==> src/hw/vtpc_pkg.sv <==
// package: register map, field layout and reset values of the pattern control block
package vtpc_pkg;
  // register byte addresses (printed offsets are not multiples of four, so index times four)
  localparam logic [7:0] VTPC_IDX_CTL = 8'h01;
  localparam logic [7:0] VTPC_IDX_CFG = 8'h02;
  localparam logic [7:0] VTPC_IDX_STAT = 8'h03;
  localparam logic [11:0] VTPC_ADDR_CTL = {2'h0, VTPC_IDX_CTL, 2'h0};
  localparam logic [11:0] VTPC_ADDR_CFG = {2'h0, VTPC_IDX_CFG, 2'h0};
  localparam logic [11:0] VTPC_ADDR_STAT = {2'h0, VTPC_IDX_STAT, 2'h0};
  // field positions
  localparam int VTPC_RUN_BIT = 0;
  localparam int VTPC_FIXED_BIT = 7;
  localparam int VTPC_BARS_LO = 4;
  localparam int VTPC_BLK_LO = 0;
  // reset values
  localparam logic [7:0] VTPC_CTL_RESET = 8'h00;
  localparam logic [7:0] VTPC_CFG_RESET = 8'h33;
  // writable bit masks; reserved bits read zero
  localparam logic [7:0] VTPC_CTL_MASK = 8'h01;
  localparam logic [7:0] VTPC_CFG_MASK = 8'hbf;
  // default pattern geometry
  localparam logic [15:0] VTPC_LINE_BYTES = 16'h0780;
  localparam logic [15:0] VTPC_BAR_BYTES = 16'h00f0;
  // byte source states
  typedef enum logic [1:0] {
    VTPC_IDLE = 2'b01,
    VTPC_RUN = 2'b10
  } vtpc_state_t;
endpackage : vtpc_pkg

==> src/hw/vtpc_skid.sv <==
// two-entry buffer between the byte source and the pattern output
`timescale 1ns/1ps
module vtpc_skid #(
  parameter int WIDTH = 8
) (
  // clock and reset
  input wire logic pclk,
  input wire logic presetn,
  // filling side
  input wire logic in_valid,
  output logic in_ready,
  input wire logic [WIDTH-1:0] in_data,
  // draining side
  output logic out_valid,
  input wire logic out_ready,
  output logic [WIDTH-1:0] out_data
);
  logic [WIDTH-1:0] mem [2]; // two entries
  logic wr_ptr; // next write slot
  logic rd_ptr; // next read slot
  logic [1:0] count; // words held

  assign in_ready = (count != 2'h2);
  assign out_valid = (count != 2'h0);
  assign out_data = mem[rd_ptr];

  // pointers and occupancy
  always_ff @(posedge pclk or negedge presetn)
  begin
    if (!presetn)
    begin
      wr_ptr <= 1'b0;
      rd_ptr <= 1'b0;
      count <= 2'h0;
    end
    else
    begin
      if (in_valid && in_ready)
        wr_ptr <= ~wr_ptr;
      if (out_valid && out_ready)
        rd_ptr <= ~rd_ptr;
      // simultaneous push and pop leaves count unchanged
      case ({in_valid && in_ready, out_valid && out_ready})
        2'b10: count <= count + 2'h1;
        2'b01: count <= count - 2'h1;
        default: count <= count;
      endcase
    end
  end

  // storage, no reset needed on data
  always_ff @(posedge pclk)
  begin
    if (in_valid && in_ready)
      mem[wr_ptr] <= in_data;
  end
endmodule : vtpc_skid

==> src/hw/vtpc_top.sv <==
// pattern generator control: apb registers and a simple byte pattern source
// Function
// - generator starts when run bit set, stops at the next line end after it clears
// - config bit 7 picks bars or fixed
// - bar count field selects 1,2,4,8 bars
// - block size field sets fixed field bytes
// - config register resets to 0x33
//
// The APB register port was left to the implementer.
`timescale 1ns/1ps
module vtpc_top
  import vtpc_pkg::*;
#(
  parameter logic [15:0] LINE_BYTES = VTPC_LINE_BYTES,
  parameter logic [15:0] BAR_BYTES = VTPC_BAR_BYTES
) (
  // clock and reset
  input wire logic pclk,
  input wire logic presetn,
  // apb slave
  input wire logic psel,
  input wire logic penable,
  input wire logic pwrite,
  input wire logic [11:0] paddr,
  input wire logic [31:0] pwdata,
  input wire logic [3:0] pstrb,
  output logic [31:0] prdata,
  output logic pready,
  output logic pslverr,
  // pattern byte stream toward the output path
  output logic pat_valid,
  input wire logic pat_ready,
  output logic [7:0] pat_data,
  output logic pat_line_end,
  // decoded settings
  output logic pattern_run_bit,
  output logic fixed_colour_select,
  output logic [1:0] bar_count_field,
  output logic [3:0] block_size
);
  logic [7:0] pattern_generator_control; // run bit only
  logic [7:0] pattern_generator_config; // mode, bars, block size
  vtpc_state_t state; // byte source state
  vtpc_state_t next_state; // next byte source state
  logic [15:0] byte_cnt; // byte position in line
  logic [15:0] seg_cnt; // byte position inside current bar or block
  logic [15:0] seg_len; // length of current bar or block
  logic last_bar; // final bar, stretched to line end
  logic [3:0] colour; // current bar or block colour index
  logic [3:0] bars_total; // decoded bar count
  logic src_valid; // source offers a byte
  logic src_ready; // buffer accepts a byte
  logic [8:0] src_word; // byte plus line end flag
  logic [8:0] buf_word; // buffered word
  logic acc_wr; // apb write at access end
  logic last_byte; // last byte of the line
  logic seg_end; // last byte of bar or block

  // apb answers in the access cycle, no wait states
  assign pready = 1'b1;
  assign acc_wr = psel && penable && pwrite;

  // unmapped addresses flag an error
  always_comb
  begin
    pslverr = 1'b0;
    if (psel && penable && (paddr != VTPC_ADDR_CTL) && (paddr != VTPC_ADDR_CFG) && (paddr != VTPC_ADDR_STAT))
      pslverr = 1'b1;
  end

  // control register write, reserved bits held zero
  always_ff @(posedge pclk or negedge presetn)
  begin
    if (!presetn)
      pattern_generator_control <= VTPC_CTL_RESET;
    else if (acc_wr && paddr == VTPC_ADDR_CTL && pstrb[0])
      pattern_generator_control <= pwdata[7:0] & VTPC_CTL_MASK;
  end

  // config register write
  always_ff @(posedge pclk or negedge presetn)
  begin
    if (!presetn)
      pattern_generator_config <= VTPC_CFG_RESET;
    else if (acc_wr && paddr == VTPC_ADDR_CFG && pstrb[0])
      // zero size not guarded, software keeps it legal
      pattern_generator_config <= pwdata[7:0] & VTPC_CFG_MASK;
  end

  // read data registered at setup so it stands through access
  always_ff @(posedge pclk or negedge presetn)
  begin
    if (!presetn)
      prdata <= 32'h0000_0000;
    else if (psel && !penable && !pwrite)
    begin
      case (paddr)
        VTPC_ADDR_CTL: prdata <= {24'h00_0000, pattern_generator_control};
        VTPC_ADDR_CFG: prdata <= {24'h00_0000, pattern_generator_config};
        // status: running state and current colour index
        VTPC_ADDR_STAT: prdata <= {27'h000_0000, colour, state == VTPC_RUN};
        default: prdata <= 32'h0000_0000;
      endcase
    end
  end

  // field decode
  assign pattern_run_bit = pattern_generator_control[VTPC_RUN_BIT];
  assign fixed_colour_select = pattern_generator_config[VTPC_FIXED_BIT];
  assign bar_count_field = pattern_generator_config[VTPC_BARS_LO +: 2];
  assign block_size = pattern_generator_config[VTPC_BLK_LO +: 4];

  always_comb
  begin
    case (bar_count_field)
      2'b00: bars_total = 4'h1;
      2'b01: bars_total = 4'h2;
      2'b10: bars_total = 4'h4;
      default: bars_total = 4'h8;
    endcase
  end

  // state machine of the byte source
  always_comb
  begin
    case (state)
      VTPC_IDLE: next_state = pattern_run_bit ? VTPC_RUN : VTPC_IDLE;
      // stop at line end once run bit cleared
      VTPC_RUN: next_state = (!pattern_run_bit && src_ready && last_byte) ? VTPC_IDLE : VTPC_RUN;
      default: next_state = VTPC_IDLE;
    endcase
  end

  always_ff @(posedge pclk or negedge presetn)
  begin
    if (!presetn)
      state <= VTPC_IDLE;
    else
      state <= next_state;
  end

  assign src_valid = (state == VTPC_RUN);
  assign last_byte = (byte_cnt == LINE_BYTES - 16'h0001);
  // fixed mode segment is block size
  assign seg_len = fixed_colour_select ? {12'h000, block_size} : BAR_BYTES;
  assign last_bar = !fixed_colour_select && (colour == bars_total - 4'h1);
  // position counts from zero, so a one-byte block still advances
  assign seg_end = !last_bar && (seg_cnt == seg_len - 16'h0001);
  assign src_word = {last_byte, 4'h0, colour};

  // position, segment and colour counters
  always_ff @(posedge pclk or negedge presetn)
  begin
    if (!presetn)
    begin
      byte_cnt <= 16'h0000;
      seg_cnt <= 16'h0000;
      colour <= 4'h0;
    end
    else if (state == VTPC_IDLE)
    begin
      byte_cnt <= 16'h0000;
      seg_cnt <= 16'h0000;
      colour <= 4'h0;
    end
    else if (src_ready)
    begin
      if (last_byte)
      begin
        // line done: next line restarts at first colour
        byte_cnt <= 16'h0000;
        seg_cnt <= 16'h0000;
        colour <= 4'h0;
      end
      else if (seg_end)
      begin
        // next bar or next block
        // fixed blocks wrap through sixteen colour indices
        byte_cnt <= byte_cnt + 16'h0001;
        seg_cnt <= 16'h0000;
        colour <= colour + 4'h1;
      end
      else
      begin
        // inside a segment
        byte_cnt <= byte_cnt + 16'h0001;
        seg_cnt <= seg_cnt + 16'h0001;
      end
    end
  end

  // buffer so a stall downstream loses no byte
  vtpc_skid #(.WIDTH(9)) vtpc_skid_i (
    .pclk(pclk),
    .presetn(presetn),
    .in_valid(src_valid),
    .in_ready(src_ready),
    .in_data(src_word),
    .out_valid(pat_valid),
    .out_ready(pat_ready),
    .out_data(buf_word)
  );

  assign pat_data = buf_word[7:0];
  assign pat_line_end = buf_word[8];
endmodule : vtpc_top

==> config.mk <==
export PLATFORM = sky130hd
export DESIGN_NAME = vtpc_top
export DESIGN_NICKNAME = d
export VERILOG_FILES = /design/src/hw/vtpc_pkg.sv /design/src/hw/vtpc_skid.sv /design/src/hw/vtpc_top.sv
export SDC_FILE = /design/constraint.sdc
export NUM_CORES = 1
export LEC_CHECK = 0
export ABC_AREA = 1
export BUFFER_PORTS_ARGS = -buffer_cell sky130_fd_sc_hd__buf_4
export CAP_MARGIN = 20
export CORE_MARGIN = 5
export CORE_UTILIZATION = 50
export CTS_CLUSTER_SIZE = 20
export DETAILED_ROUTE_END_ITERATION = 10
export GPL_TIMING_DRIVEN = 0
export HOLD_SLACK_MARGIN = 0.15
export PLACE_DENSITY_LB_ADDON = 0.15
export SETUP_SLACK_MARGIN = 0.1
export SLEW_MARGIN = 25
export SYNTH_ARGS = -nofsm -noshare
export SYNTH_HDL_FRONTEND = slang
export SYNTH_SLANG_ARGS = --single-unit
==> constraint.sdc <==
create_clock -name pclk -period 3.38 [get_ports pclk]
set_clock_uncertainty 0.15 [all_clocks]
set_input_delay 0.169 -clock pclk [delete_from_list [all_inputs] [get_ports pclk]]
set_output_delay 0.169 -clock pclk [all_outputs]
set_load 0.05 [all_outputs]
# Word level (Yosys, flattened, before mapping)

Memories as Yosys holds them, arrays and structs flattened.
Cells that the tools add are included.

Memories: 1
Register bits: 82
Bits in writable memories: 10
Word-level logic and storage cells: 85

Bitwise gates (word level): 2
Add/sub/neg operators: 7
Reduce and logical (&&, ||, !) cells: 28
Multiplexer cells: 21
Eq/ne operators: 16

Memories:

| memory          | depth | width | rd ports | clocked after memory_dff | wr ports | line            | RTL |
|---|---|---|---|---|---|---|---|
| vtpc_skid_i.mem | 2     | 5     | 1        | 0                        | 1        | vtpc_skid.sv:18 | `logic [WIDTH-1:0] mem [2];` |

Operators with widths:

| kind                    | number |
|---|---|
| $mux W16                | 7 |
| $add A16 B1 Y16 const B | 2 |
| $eq A12 B4 Y1 const B   | 2 |
| $ne A12 B4 Y1 const B   | 2 |
| $pmux W8 S3             | 1 |
| $logic_and A1 B1 Y1     | 17 |
| $eq A16 B11 Y1 const B  | 1 |
| $eq A16 B16 Y1          | 1 |
| $mux W4                 | 4 |
| $eq A12 B3 Y1 const B   | 1 |
| $ne A12 B3 Y1 const B   | 1 |
| $pmux W4 S3             | 1 |
| $sub A8 B1 Y9 const B   | 1 |
| $mux W8                 | 1 |
| $pmux W2 S2             | 2 |
| $eq A2 B1 Y1 const B    | 3 |
| $eq A2 B2 Y1 const B    | 3 |
| $reduce_bool A2 Y1      | 3 |
| $logic_not A1 Y1        | 5 |
| $add A4 B1 Y4 const B   | 1 |
| $eq A4 B4 Y1            | 1 |
| $mux W2                 | 2 |
| $sub A4 B1 Y4 const B   | 1 |
| $mux W1                 | 3 |
| 7 further kinds         | 8 |

# Depth between registers and ports, before layout

Gate-level depths: netlist of the first run.

Depth after elaboration: 11
Gate-level depth with buffers: 18

# Modules after synthesis

From an unflattened synthesis of the first run, not the netlist that was laid out.

Cell total of the unflattened synthesis: 521
Area total of the unflattened synthesis: 4252.8 µm²

Modules (own cells, without submodules):

| module    | area an instance (µm²) | instances | sequential area each (µm²) | cells each |
|---|---|---|---|---|
| vtpc_top  | 3363.2                 | 1         | 1332.5                     | 445 |
| vtpc_skid | 889.6                  | 1         | 640.6                      | 76 |

# Worst setup path after synthesis of the first run

Ideal clock, no wire load.

Kind: register to register
From: reg pattern_generator_config[7]
To: reg colour[0]
Cell stages (with the launch flop): 19
Data arrival time: 2392 ps
Slack: 721 ps
Library setup time: 117 ps
Clock period less this slack: 2659 ps
Required time: 3113 ps
Path through: dfrtp_1 -> nand2_1 -> ha_1 -> nand2_1 -> inv_1 -> ha_1 -> nand2_1 -> nand2_1 -> inv_1 -> nand2_1 -> nor2_1 -> nand2_1 -> nor2_1 -> nand3_1 -> nand2_2 -> buf_6 -> nand2_4 -> nand2_1 -> nand2_1

Longest elaborated chain between the ends: 6

Ends and longest elaborated chain:

| what                                                        | line                             | RTL |
|---|---|---|
| start: declaration                                          | vtpc_top.sv:42                   | `logic [7:0] pattern_generator_config;` |
| start signal: assignment                                    | vtpc_top.sv:87                   | `pattern_generator_config <= pwdata[7:0] & VTPC_CFG_MASK;` |
| $mux W8 / $logic_not A1 Y1 (equally long branches)          | vtpc_top.sv:145, vtpc_top.sv:146 |  |
| $sub A8 B1 Y9 / $logic_and A1 B1 Y1 (equally long branches) | vtpc_top.sv:148, vtpc_top.sv:146 |  |
| $eq A16 B16 Y1 / $logic_not A1 Y1 (equally long branches)   | vtpc_top.sv:148                  | `assign seg_end = !last_bar && (seg_cnt == seg_len - 16'h0001);` |
| $logic_and A1 B1 Y1 *                                       | vtpc_top.sv:148                  |  |
| $reduce_bool A3 Y1 (no source line) *                       | -                                |  |
| $reduce_and A2 Y1 (no source line) *                        | -                                |  |
| end signal: assignment                                      | vtpc_top.sv:181                  | `colour <= colour + 4'h1;` |
| end: declaration                                            | vtpc_top.sv:49                   | `logic [3:0] colour;` |

Mark *: on every way between the ends. The rest lies on a longest branch, timed or not.
A chain may end at the register's enable or synchronous reset.

# Worst setup path in the final report of the first run

From: in pwrite
To: reg pattern_generator_control[0]

Longest elaborated chain between the ends: 3

Ends and longest elaborated chain:

| what                             | line           | RTL |
|---|---|---|
| start: declaration               | vtpc_top.sv:23 | `input wire logic pwrite,` |
| $logic_and A1 B1 Y1              | vtpc_top.sv:61 | `assign acc_wr = psel && penable && pwrite;` |
| $logic_and A1 B1 Y1 (2 in a row) | vtpc_top.sv:76 | `else if (acc_wr && paddr == VTPC_ADDR_CTL && pstrb[0])` |
| end signal: assignment           | vtpc_top.sv:77 | `pattern_generator_control <= pwdata[7:0] & VTPC_CTL_MASK;` |
| end: declaration                 | vtpc_top.sv:41 | `logic [7:0] pattern_generator_control;` |

Every way passes these cells.

==> results of run 1 <==
## registers in the layout (all words and copies together) (netlist names)
register / count
byte_cnt: 16
colour: 4
pattern_generator_config: 7
pattern_generator_control: 1
prdata: 7
seg_cnt: 16
state: 2
vtpc_skid_i.count: 2
vtpc_skid_i.mem: 10
vtpc_skid_i.rd_ptr: 1
vtpc_skid_i.wr_ptr: 1
## cell families (layout without fill, tap and decap cells)
family | after synthesis | after routing | synth area share (%)
buffers and inverters | 98 | 175 | 12.62
AO/OA/AOI/OAI | 68 | 68 | 9.278
AND/OR/NAND/NOR | 257 | 257 | 27.39
XOR/XNOR | 17 | 17 | 3.755
adder cells (fa/ha/maj) | 8 | 8 | 2.525
other | 2 | 30 | 0.1894
flip-flops | 67 | 67 | 43.70
multiplexers | 2 | 2 | 0.5364
## cell usage after synthesis (all sizes together) (4+ instances only)
cell / instances / share of area [%]
a21oi: 33 / 4.2
buf: 34 / 6.6
clkbuf: 4 / 0.38
dfrtp: 52 / 33
dfstp: 5 / 3.3
edfxtp: 10 / 7.6
ha: 8 / 2.5
inv: 60 / 5.7
nand2: 140 / 14
nand3: 34 / 4.8
nand4: 4 / 0.63
nor2: 70 / 7.0
nor3: 5 / 0.63
o21ai: 21 / 2.7
o22ai: 6 / 0.95
xor2: 14 / 3.1
## final cells by class
class                      count  area [µm²]  area share (%)
multi-input combinational    382        1837           37.25
sequential                    67        1733           35.14
timing repair buffer          61       493.0           9.997
buffer                        38       275.3           5.582
inverter                      60       225.2           4.567
tap                          102       127.6           2.588
clock buffer                   9       123.9           2.512
clock inverter                 7       116.4           2.360
## path summary, 6_finish.rpt
kind                                                endpoint                         from  cells after the start  slack (ns)
worst max-delay path            pattern_generator_control[0]                       pwrite                     10        0.65
worst min-delay path                               prdata[4]                     paddr[3]                      7        0.17
worst max register to register                     colour[0]  pattern_generator_config[0]                     17        0.71
worst min register to register                     prdata[4]                    prdata[4]                      2        0.34
max in group asynchronous                         seg_cnt[3]                      presetn                      2        2.33
min in group asynchronous                       byte_cnt[14]                      presetn                      2        0.27
## through the flow
step                      std cells  utilization (%)  hold WS (ns)
after floorplan                 547                -       -0.2766
after global placement          696            58.89        0.1384
after detailed placement        696            58.89        0.1391
after CTS                       726            63.81        0.1624
after global routing            726            63.81        0.1976
final                           726            63.81        0.1741
## critical path, cell delays in order
cell	delay (ns)
dlygate4sd3_1	0.54
buf_4	0.11
nand2_1	0.03
dlygate4sd3_1	0.55
nor2_1	0.11
dlygate4sd3_1	0.56
nand2_1	0.05
dlygate4sd3_1	0.56
nand2_1	0.06
o21ai_0	0.07
## power by group
part           internal, mW  switching [mW]  total, mW
Clock                 0.488           0.317      0.805
Sequential            0.838          0.0228      0.861
Combinational         0.139           0.306      0.445
Total                  1.47           0.646       2.11
## layer usage
metal  track usage (%)  up-vias
li1                  -     1798
met1             23.23     1542
met2             28.98       87
met3             4.883       10
met4             5.777        0
met5                 0        -
==> impl_metrics.ini, run 1 <==
[status]
status = complete, no violations

[floorplan]
pin_count = 106
die_h_um = 99.05
core_area_mm2 = 0.007727
rows = 32
start_util_pct = 51.31
die_area_mm2 = 0.009811
dieWidth_um = 99.05

[job]
max-cap-violations = 0

[timing]
hold_viol_final = 0
slew_viol_final = 0
rsz0062_at_grt = false
clock.fmax_mhz = 366.6
finalSetupTns_ns = 0
fin_ws_ns = 0.6519
worst_pin_slew_ns = 0.7230
slew_headroom_pct = 51.80
setup_viol = 0
period_share_pct = 80.71
period_minus_slack_ns = 2.728

[placement]
dp_slack_ns = 0.7425
place_hpwl_um = 6381
dpl_cell_area_mm2 = 0.004551
io_buffers = 47
gp_congestion = 0.8641

[worst_setup_path]
setup.worst_path.end_class = flop
arrival_ns = 2.81
start_kind = primary input
critPathMaxFanout = 2
crit_type = in -> reg
cp_data_required_time_ns = 3.46

[cts]
clkTransAtPathRegs_ns = 0.07
clkLatencyLatePin_ns = 0.35
cts_max_level = 3
root_buffer = clkbuf_8
clock_sinks = 67
cts_hold_buffers = 14
cts-resized-gates = 0
clockBufferDepth = 2
cts_setup_buffers = 0
numCtsBuffers = 9
cts_tree = built

[routing]
totalWireLength_um = 8601
first_iter_violations = 171
wl_per_cell_um = 11.85
wl_met2_um = 3998
met3_length_um = 428
drc = 0
vias_per_cell = 4.734
dr.pass1.iters = 4
vias = 3437
dr.max_layer_used = met4
antenna_left = 0
wl_met1_um = 4054

[synthesis]
synth-main-ff-cell = dfrtp_1
syn-instance-count = 519
async_flop_share_pct = 85.07
ys_seq_elements = 67
yosysUniqueCellTypes = 37
syn_area_mm2 = 0.003965
ys_seq_area_share_pct = 43.70
yosysWarnings = 0
avgSynthCellArea_um2 = 7.640
synth_edf_count = 10

[cells_and_area]
diodes = 0
nFillCells = 700
areaGrowthSynthToFinish_pct = 24.36
final_cell_mix = 135 x nand2_1, 78 x buf_4, 66 x nor2_1, 58 x inv_1, 52 x dfrtp_1
drive_above_1_share_pct = 19.39
nets = 681
fin_area_mm2 = 0.004931
layout.cells.most_common = nand2_1

[worst_hold_path]
hold_class = in -> reg

[pwr]
vdd_drop_max_v = 0.0002397
power.static_leakage_nw = 2.447
power_mw = 2.111
power_density_mw_per_mm2 = 428.2

[global_routing]
grt_first_pass_wirelength_um = 14450
grt_use_total_pct = 17.89
grt_pass1_vias = 3241
grt_overflow = 0
antenna_found_initial = 0
grt_max_degree = 58
(Power assumes the default switching activity.)
==> inputs of run 2 (changes only) <==
- ABC_AREA: 1 -> 0
- clock period: 3.38 -> 2.85 ns (I/O delays scaled with it)
==> run 2 against run 1 <==
Register-to-register slack worse by 0.53 ns. Setup slack got worse by 0.48 ns. Wire length up 2.7%. Via count down 4.9%. Die area fell by 2.9%. Total power is 20% higher. Cell area rose by 2.1%.
==> impl_metrics.ini, run 2 <==
[pwr]
power.share.clock_pct = 32.2
swShare_pct = 34.50
power_mw = 2.529
power_density_mw_per_mm2 = 502.5
comb_power_share_pct = 27.3
vdd_drop_max_v = 0.0002726
sequentialPowerShare_pct = 40.5
p_int_mw = 1.656
switching_power_mw = 0.8724
power.static_leakage_nw = 2.235

[worst_setup_path]
crit_path_max_incr_delay_ns = 0.54
setup.worst_path.end_class = flop
reg2reg_slack_ns = 0.18
reg2reg_from = pattern_generator_config[0]
critical_path.top_delay_family = compound AO/OA/AOI/OAI gates
cp_data_required_time_ns = 2.90
path_buf_inv = 3
crit_type = reg -> reg
crit_path_end = seg_cnt[9]
critPathMaxFanout = 10
worst_path_most_repeated_cell = buf_6
reg2regPathDepth = 9
regToRegEndpoint = seg_cnt[9]
start_kind = flop
arrival_ns = 2.72
crit_path_start = pattern_generator_config[0]
path_cells = buf_6 -> or4_4 -> a221o_1 -> o22a_2 -> a2111oi_4 -> buf_6 -> nand2b_4 -> buf_6 -> a21oi_1
cpMaxStageDelayCell = or4_4
path_depth = 9

[timing]
slew_headroom_pct = 51.82
worst_pin_slew_ns = 0.7228
period_minus_slack_ns = 2.675
period_share_pct = 93.86
whs_ns = 0.1590
slew_viol_final = 0
clock.fmax_mhz = 373.8
fin_ws_ns = 0.1751
rsz0062_at_grt = true
hold_viol_final = 0
setup_viol = 0

[synthesis]
ys_top_cells_by_area = dfrtp_1 34%, edfxtp_1 7.8%, buf_4 5.9%
synth_commonest_cells = 52 x dfrtp_1, 41 x nand2_1, 30 x buf_4
yosysMostFrequentCell = dfrtp_1
syn-instance-count = 398
synth_top_area_share_pct = 33.91
synth-main-ff-cell = dfrtp_1
async_flop_share_pct = 85.07
ys_seq_area_share_pct = 45.16
avgSynthCellArea_um2 = 9.642
yosysWarnings = 0
ys_seq_elements = 67
synth_edf_count = 10
yosysTopAreaCell = dfrtp_1
syn_area_mm2 = 0.003837
yosysUniqueCellTypes = 55

[floorplan]
pin_count = 106
core_area_mm2 = 0.007607
rows = 32
die_h_um = 97.61
die_area_mm2 = 0.009527
start_util_pct = 50.44
dieWidth_um = 97.61

[routing]
totalWireLength_um = 8830
dr.pass1.iters = 4
wl_per_cell_um = 14.24
antenna_left = 0
drc = 0
vias = 3270
vias_per_cell = 5.274
first_iter_violations = 128

[cells_and_area]
diodes = 0
drive_above_1_share_pct = 31.27
areaGrowthSynthToFinish_pct = 31.14
layout.cells.most_common = buf_4
fin_area_mm2 = 0.005032
nets = 575
top_regs = byte_cnt: 16 flops, seg_cnt: 16 flops, vtpc_skid_i.mem: 10 flops
final_cell_mix = 88 x buf_4, 50 x dfrtp_1, 38 x nand2_1, 30 x conb_1
nFillCells = 625

[placement]
gp_congestion = 0.8341
place_hpwl_um = 5975
io_buffers = 47
dpl_cell_area_mm2 = 0.004482
dp_slack_ns = -0.1810

[cts]
clock_sinks = 67
numCtsBuffers = 9
clockBufferDepth = 2
root_buffer = clkbuf_8
clkTransAtPathRegs_ns = 0.08
clkLatencyLatePin_ns = 0.35
cts_max_level = 3
cts_tree = built

[job]
max-cap-violations = 0

[global_routing]
grt_use_total_pct = 19.04
grt_overflow = 0
grt_first_pass_wirelength_um = 15160
grt_pass1_vias = 3162
grt_max_degree = 58
antenna_found_initial = 0

[worst_hold_path]
hold_class = in -> reg
hold_start = paddr[10]

[status]
status = complete, no violations
[run 2: cell types whose count changed after synthesis, sizes merged, moves of 8 or more]
cell	delta
a21oi	-15
clkbuf	+8
inv	-51
mux2	+13
nand2	-99
nand3	-18
nor2	-41
xnor2	+12
[run 2: how the worst min path moves through the flow]
stage                              end  depth (start not counted)
floorplan                  byte_cnt[0]                          0
global placement    vtpc_skid_i.rd_ptr                          1
detailed placement  vtpc_skid_i.rd_ptr                          1
CTS                          prdata[5]                          6
global route                 prdata[7]                          4
finish                       prdata[5]                          6
[run 2: worst reg2reg max path: stages (launching register included)]
cell and delay (ns):
dfstp_2 0.40, buf_6 0.14, or4_4 0.54, a221o_1 0.33, o22a_2 0.22, a2111oi_4 0.20, buf_6 0.17, nand2b_4 0.15
buf_6 0.14, a21oi_1 0.08
[run 2: cell type report]
| cell class | count | area, µm² | area share (%) |
|---|---|---|---|
| Clock inverter | 7 | 75.07 | 1.492 |
| Inverter | 9 | 33.78 | 0.6713 |
| Multi-Input combinational cell | 306 | 2001 | 39.76 |
| Clock buffer | 9 | 123.9 | 2.461 |
| Buffer | 44 | 316.6 | 6.290 |
| Tap cell | 102 | 127.6 | 2.536 |
| Timing Repair Buffer | 76 | 619.3 | 12.31 |
| Sequential cell | 67 | 1735 | 34.49 |
[run 2: power by group through the flow]
stage / combinational [mW] / clock (mW) / sequential (mW)
2_1_floorplan: 0.464 / 0 / 1.08
3_3_place_gp: 0.662 / 0 / 1.04
3_5_place_dp: 0.665 / 0 / 1.04
4_1_cts: 0.687 / 0.825 / 1.03
5_1_grt: 0.737 / 0.868 / 1.03
6_report: 0.690 / 0.814 / 1.02
[run 2: logic make-up (layout without fill, tap and decap cells)]
group                    after synthesis  count (layout)  share of synthesized area, %
AO/OA/AOI/OAI                         79              79                         13.43
XOR/XNOR                              23              23                         5.250
adder cells (fa/ha/maj)                8               8                         2.609
buffers and inverters                 53             145                         8.347
flip-flops                            67              67                         45.16
multiplexers                          16              16                         4.630
other                                  2              30                        0.1957
AND/OR/NAND/NOR                      150             150                         20.38
[run 2: routing by layer]
metal | share of wire [%] | track usage (%) | vias to the layer above
li1 | - | - | 1604
met2 | 50 | 32.21 | 68
met4 | 1.2 | 5.751 | 0
met5 | 0 | 0 | -
met1 | 43 | 24.47 | 1588
met3 | 5.0 | 4.020 | 10
[run 2: through the flow]
step / TNS (ns) / util [%] / cells
finish: 0 / 66.15 / 620
global route: 0 / 66.15 / 620
CTS: 0 / 65.30 / 615
detailed placement: -2.842 / 58.91 / 575
global placement: -2.551 / 58.91 / 575
floorplan: 0 / - / 426
[run 2: what timing repair did]
action,CTS,global route
hold buffers,15,0
setup endpoints to repair,30,27
buffers inserted,9,5
endpoints found under the hold margin,74,0
pin swaps,7,4
gates resized for setup,12,9
==> inputs of run 3 (changes only) <==
- PLACE_DENSITY: unset -> 0.89
- PLACE_DENSITY_LB_ADDON: 0.15 -> unset
==> run 3 against run 2 <==
The flow now finishes with violations (setup timing). Die area is the same. Count of clock-buffer cells in the layout rose by 2. Sequential power hardly changed. Hold slack better by 0.0018 ns. Clock power down 0.9%. Register-to-register slack worse by 0.19 ns. Critical path type unchanged. Highest routed layer unchanged.
==> impl_metrics.ini, run 3 (synthesis results as in run 2) <==
[pwr]
power_density_mw_per_mm2 = 493.6
p_int_mw = 1.672
comb_power_share_pct = 27.8
swShare_pct = 34.15
power.share.clock_pct = 31.8
sequentialPowerShare_pct = 40.4
power.static_leakage_nw = 2.272
vdd_drop_max_v = 0.0002329
switching_power_mw = 0.8669

[routing]
drc = 0
first_iter_violations = 316
dr.pass1.iters = 5
vias_per_cell = 5.744
vias = 3590
wl_per_cell_um = 18.39
antenna_left = 0
totalWireLength_um = 11490

[worst_setup_path]
crit_type = reg -> reg
reg2regPathDepth = 11
reg2reg_slack_ns = -0.02
cp_data_required_time_ns = 2.90
crit_path_max_incr_delay_ns = 0.59
reg2reg_from = pattern_generator_config[0]
crit_path_end = seg_cnt[12]
setup.worst_path.end_class = flop
path_cells = nand2_4 -> ha_4 -> buf_12 -> xnor2_4 -> mux2i_4 -> a211oi_4 -> a2111oi_4 -> buf_4 -> nand2b_4 -> buf_6 -> a21oi_1
start_kind = flop
cpMaxStageDelayCell = dfstp_2
arrival_ns = 2.92
crit_path_start = pattern_generator_config[0]
regToRegEndpoint = seg_cnt[12]
critPathMaxFanout = 5

[floorplan]
die_h_um = 97.61
core_area_mm2 = 0.007607
pin_count = 106
dieWidth_um = 97.61
rows = 32
start_util_pct = 50.44
die_area_mm2 = 0.009527

[global_routing]
grt_overflow = 0
grt_use_total_pct = 22.91
grt_max_degree = 58
grt_first_pass_wirelength_um = 17810
antenna_found_initial = 0
grt_pass1_vias = 3585

[timing]
finalSetupTns_ns = -0.1002
slew_headroom_pct = 51.16
period_minus_slack_ns = 2.869
worst_pin_slew_ns = 0.7325
setup_viol = 8
clock.fmax_mhz = 348.6
rsz0062_at_grt = true
period_share_pct = 100.7
hold_viol_final = 0
slew_viol_final = 0
fin_ws_ns = -0.01884

[cts]
clock_sinks = 67
numCtsBuffers = 9
cts_tree = built
cts_max_level = 3
clockBufferDepth = 2
clkTransAtPathRegs_ns = 0.08
clkLatencyLatePin_ns = 0.36
root_buffer = clkbuf_8

[cells_and_area]
nets = 580
drive_above_1_share_pct = 32.89
diodes = 0
nFillCells = 500
final_cell_mix = 90 x buf_4, 49 x dfrtp_1, 39 x nand2_1, 30 x conb_1, 27 x nor2_1
final_cells = 625
top_regs = byte_cnt: 16 flops, seg_cnt: 16 flops, vtpc_skid_i.mem: 10 flops
areaGrowthSynthToFinish_pct = 34.01
layout.cells.most_common = buf_4
multiInputGateArea_mm2 = 0.002058
seqCellArea_mm2 = 0.001737

[worst_hold_path]
hold_class = in -> reg
hold_start = paddr[11]

[status]
violations = setup timing
status = finished, violations left

[placement]
place_hpwl_um = 6148
dp.cells = 575
gp_congestion = 0.8567
io_buffers = 47

[job]
max-cap-violations = 0
==> run 3: metrics by stage <==
stage / power, mW / worst slack [ns] / area (µm²) / hold WS (ns) / util, %
after global placement: 1.699 / -0.1213 / 4482 / 0.08394 / 58.91
after global routing: 2.627 / -0.06152 / 5142 / 0.1983 / 67.60
after CTS: 2.499 / 0.1189 / 4987 / 0.1643 / 65.56
after floorplan: 1.544 / 0.02812 / 4001 / -0.3031 / -
final: 2.538 / -0.01884 / 5142 / 0.1608 / 67.60
after detailed placement: 1.713 / -0.1676 / 4482 / 0.09294 / 58.91
==> run 3: final cells by class <==
class	count	area share, %
clock inverters	5	1.022
well taps	102	2.482
flip-flops and latches	67	33.77
multi-input cells	306	40.02
inverters	9	0.6569
clock buffers	11	2.749
plain buffers	44	6.156
repair buffers	81	13.14
==> run 3: worst min path at each step <==
stage | to | cells after the start
CTS | prdata[5] | 6
global placement | vtpc_skid_i.rd_ptr | 1
floorplan | byte_cnt[0] | 0
finish | prdata[7] | 6
detailed placement | vtpc_skid_i.rd_ptr | 1
global route | prdata[7] | 6
==> run 3: repair_timing <==
item	CTS	global route
pin swaps	8	6
setup buffers	11	6
gates resized for setup	12	24
gates cloned	0	1
endpoints found under the hold margin	73	0
hold buffers	16	0
endpoints found under the setup margin	30	30
==> run 3: layer usage <==
layer	wire length [µm]	vias up	global-route usage, %
met4	567	0	13.10
met3	974	62	5.456
met1	4143	1679	26.10
met2	5808	243	39.11
met5	0	-	0
li1	-	1606	-
==> run 3: worst max-delay path, delay by kind of cell (launching register included) <==
family          cells  cell delay [ns]
fa+ha+maj           1             0.18
compound gates      3             0.56
simple gates        2             0.22
mux                 1             0.31
buf+inv             3             0.45
flops               1             0.59
xor+xnor            1             0.26
==> run 3: power by group through the flow <==
stage               logic (mW)  registers (mW)  clock network (mW)
floorplan                0.464            1.08                   0
global placement         0.658            1.04                   0
detailed placement       0.667            1.05                   0
CTS                      0.689            1.03               0.784
global route             0.745            1.03               0.853
finish                   0.706            1.03               0.807
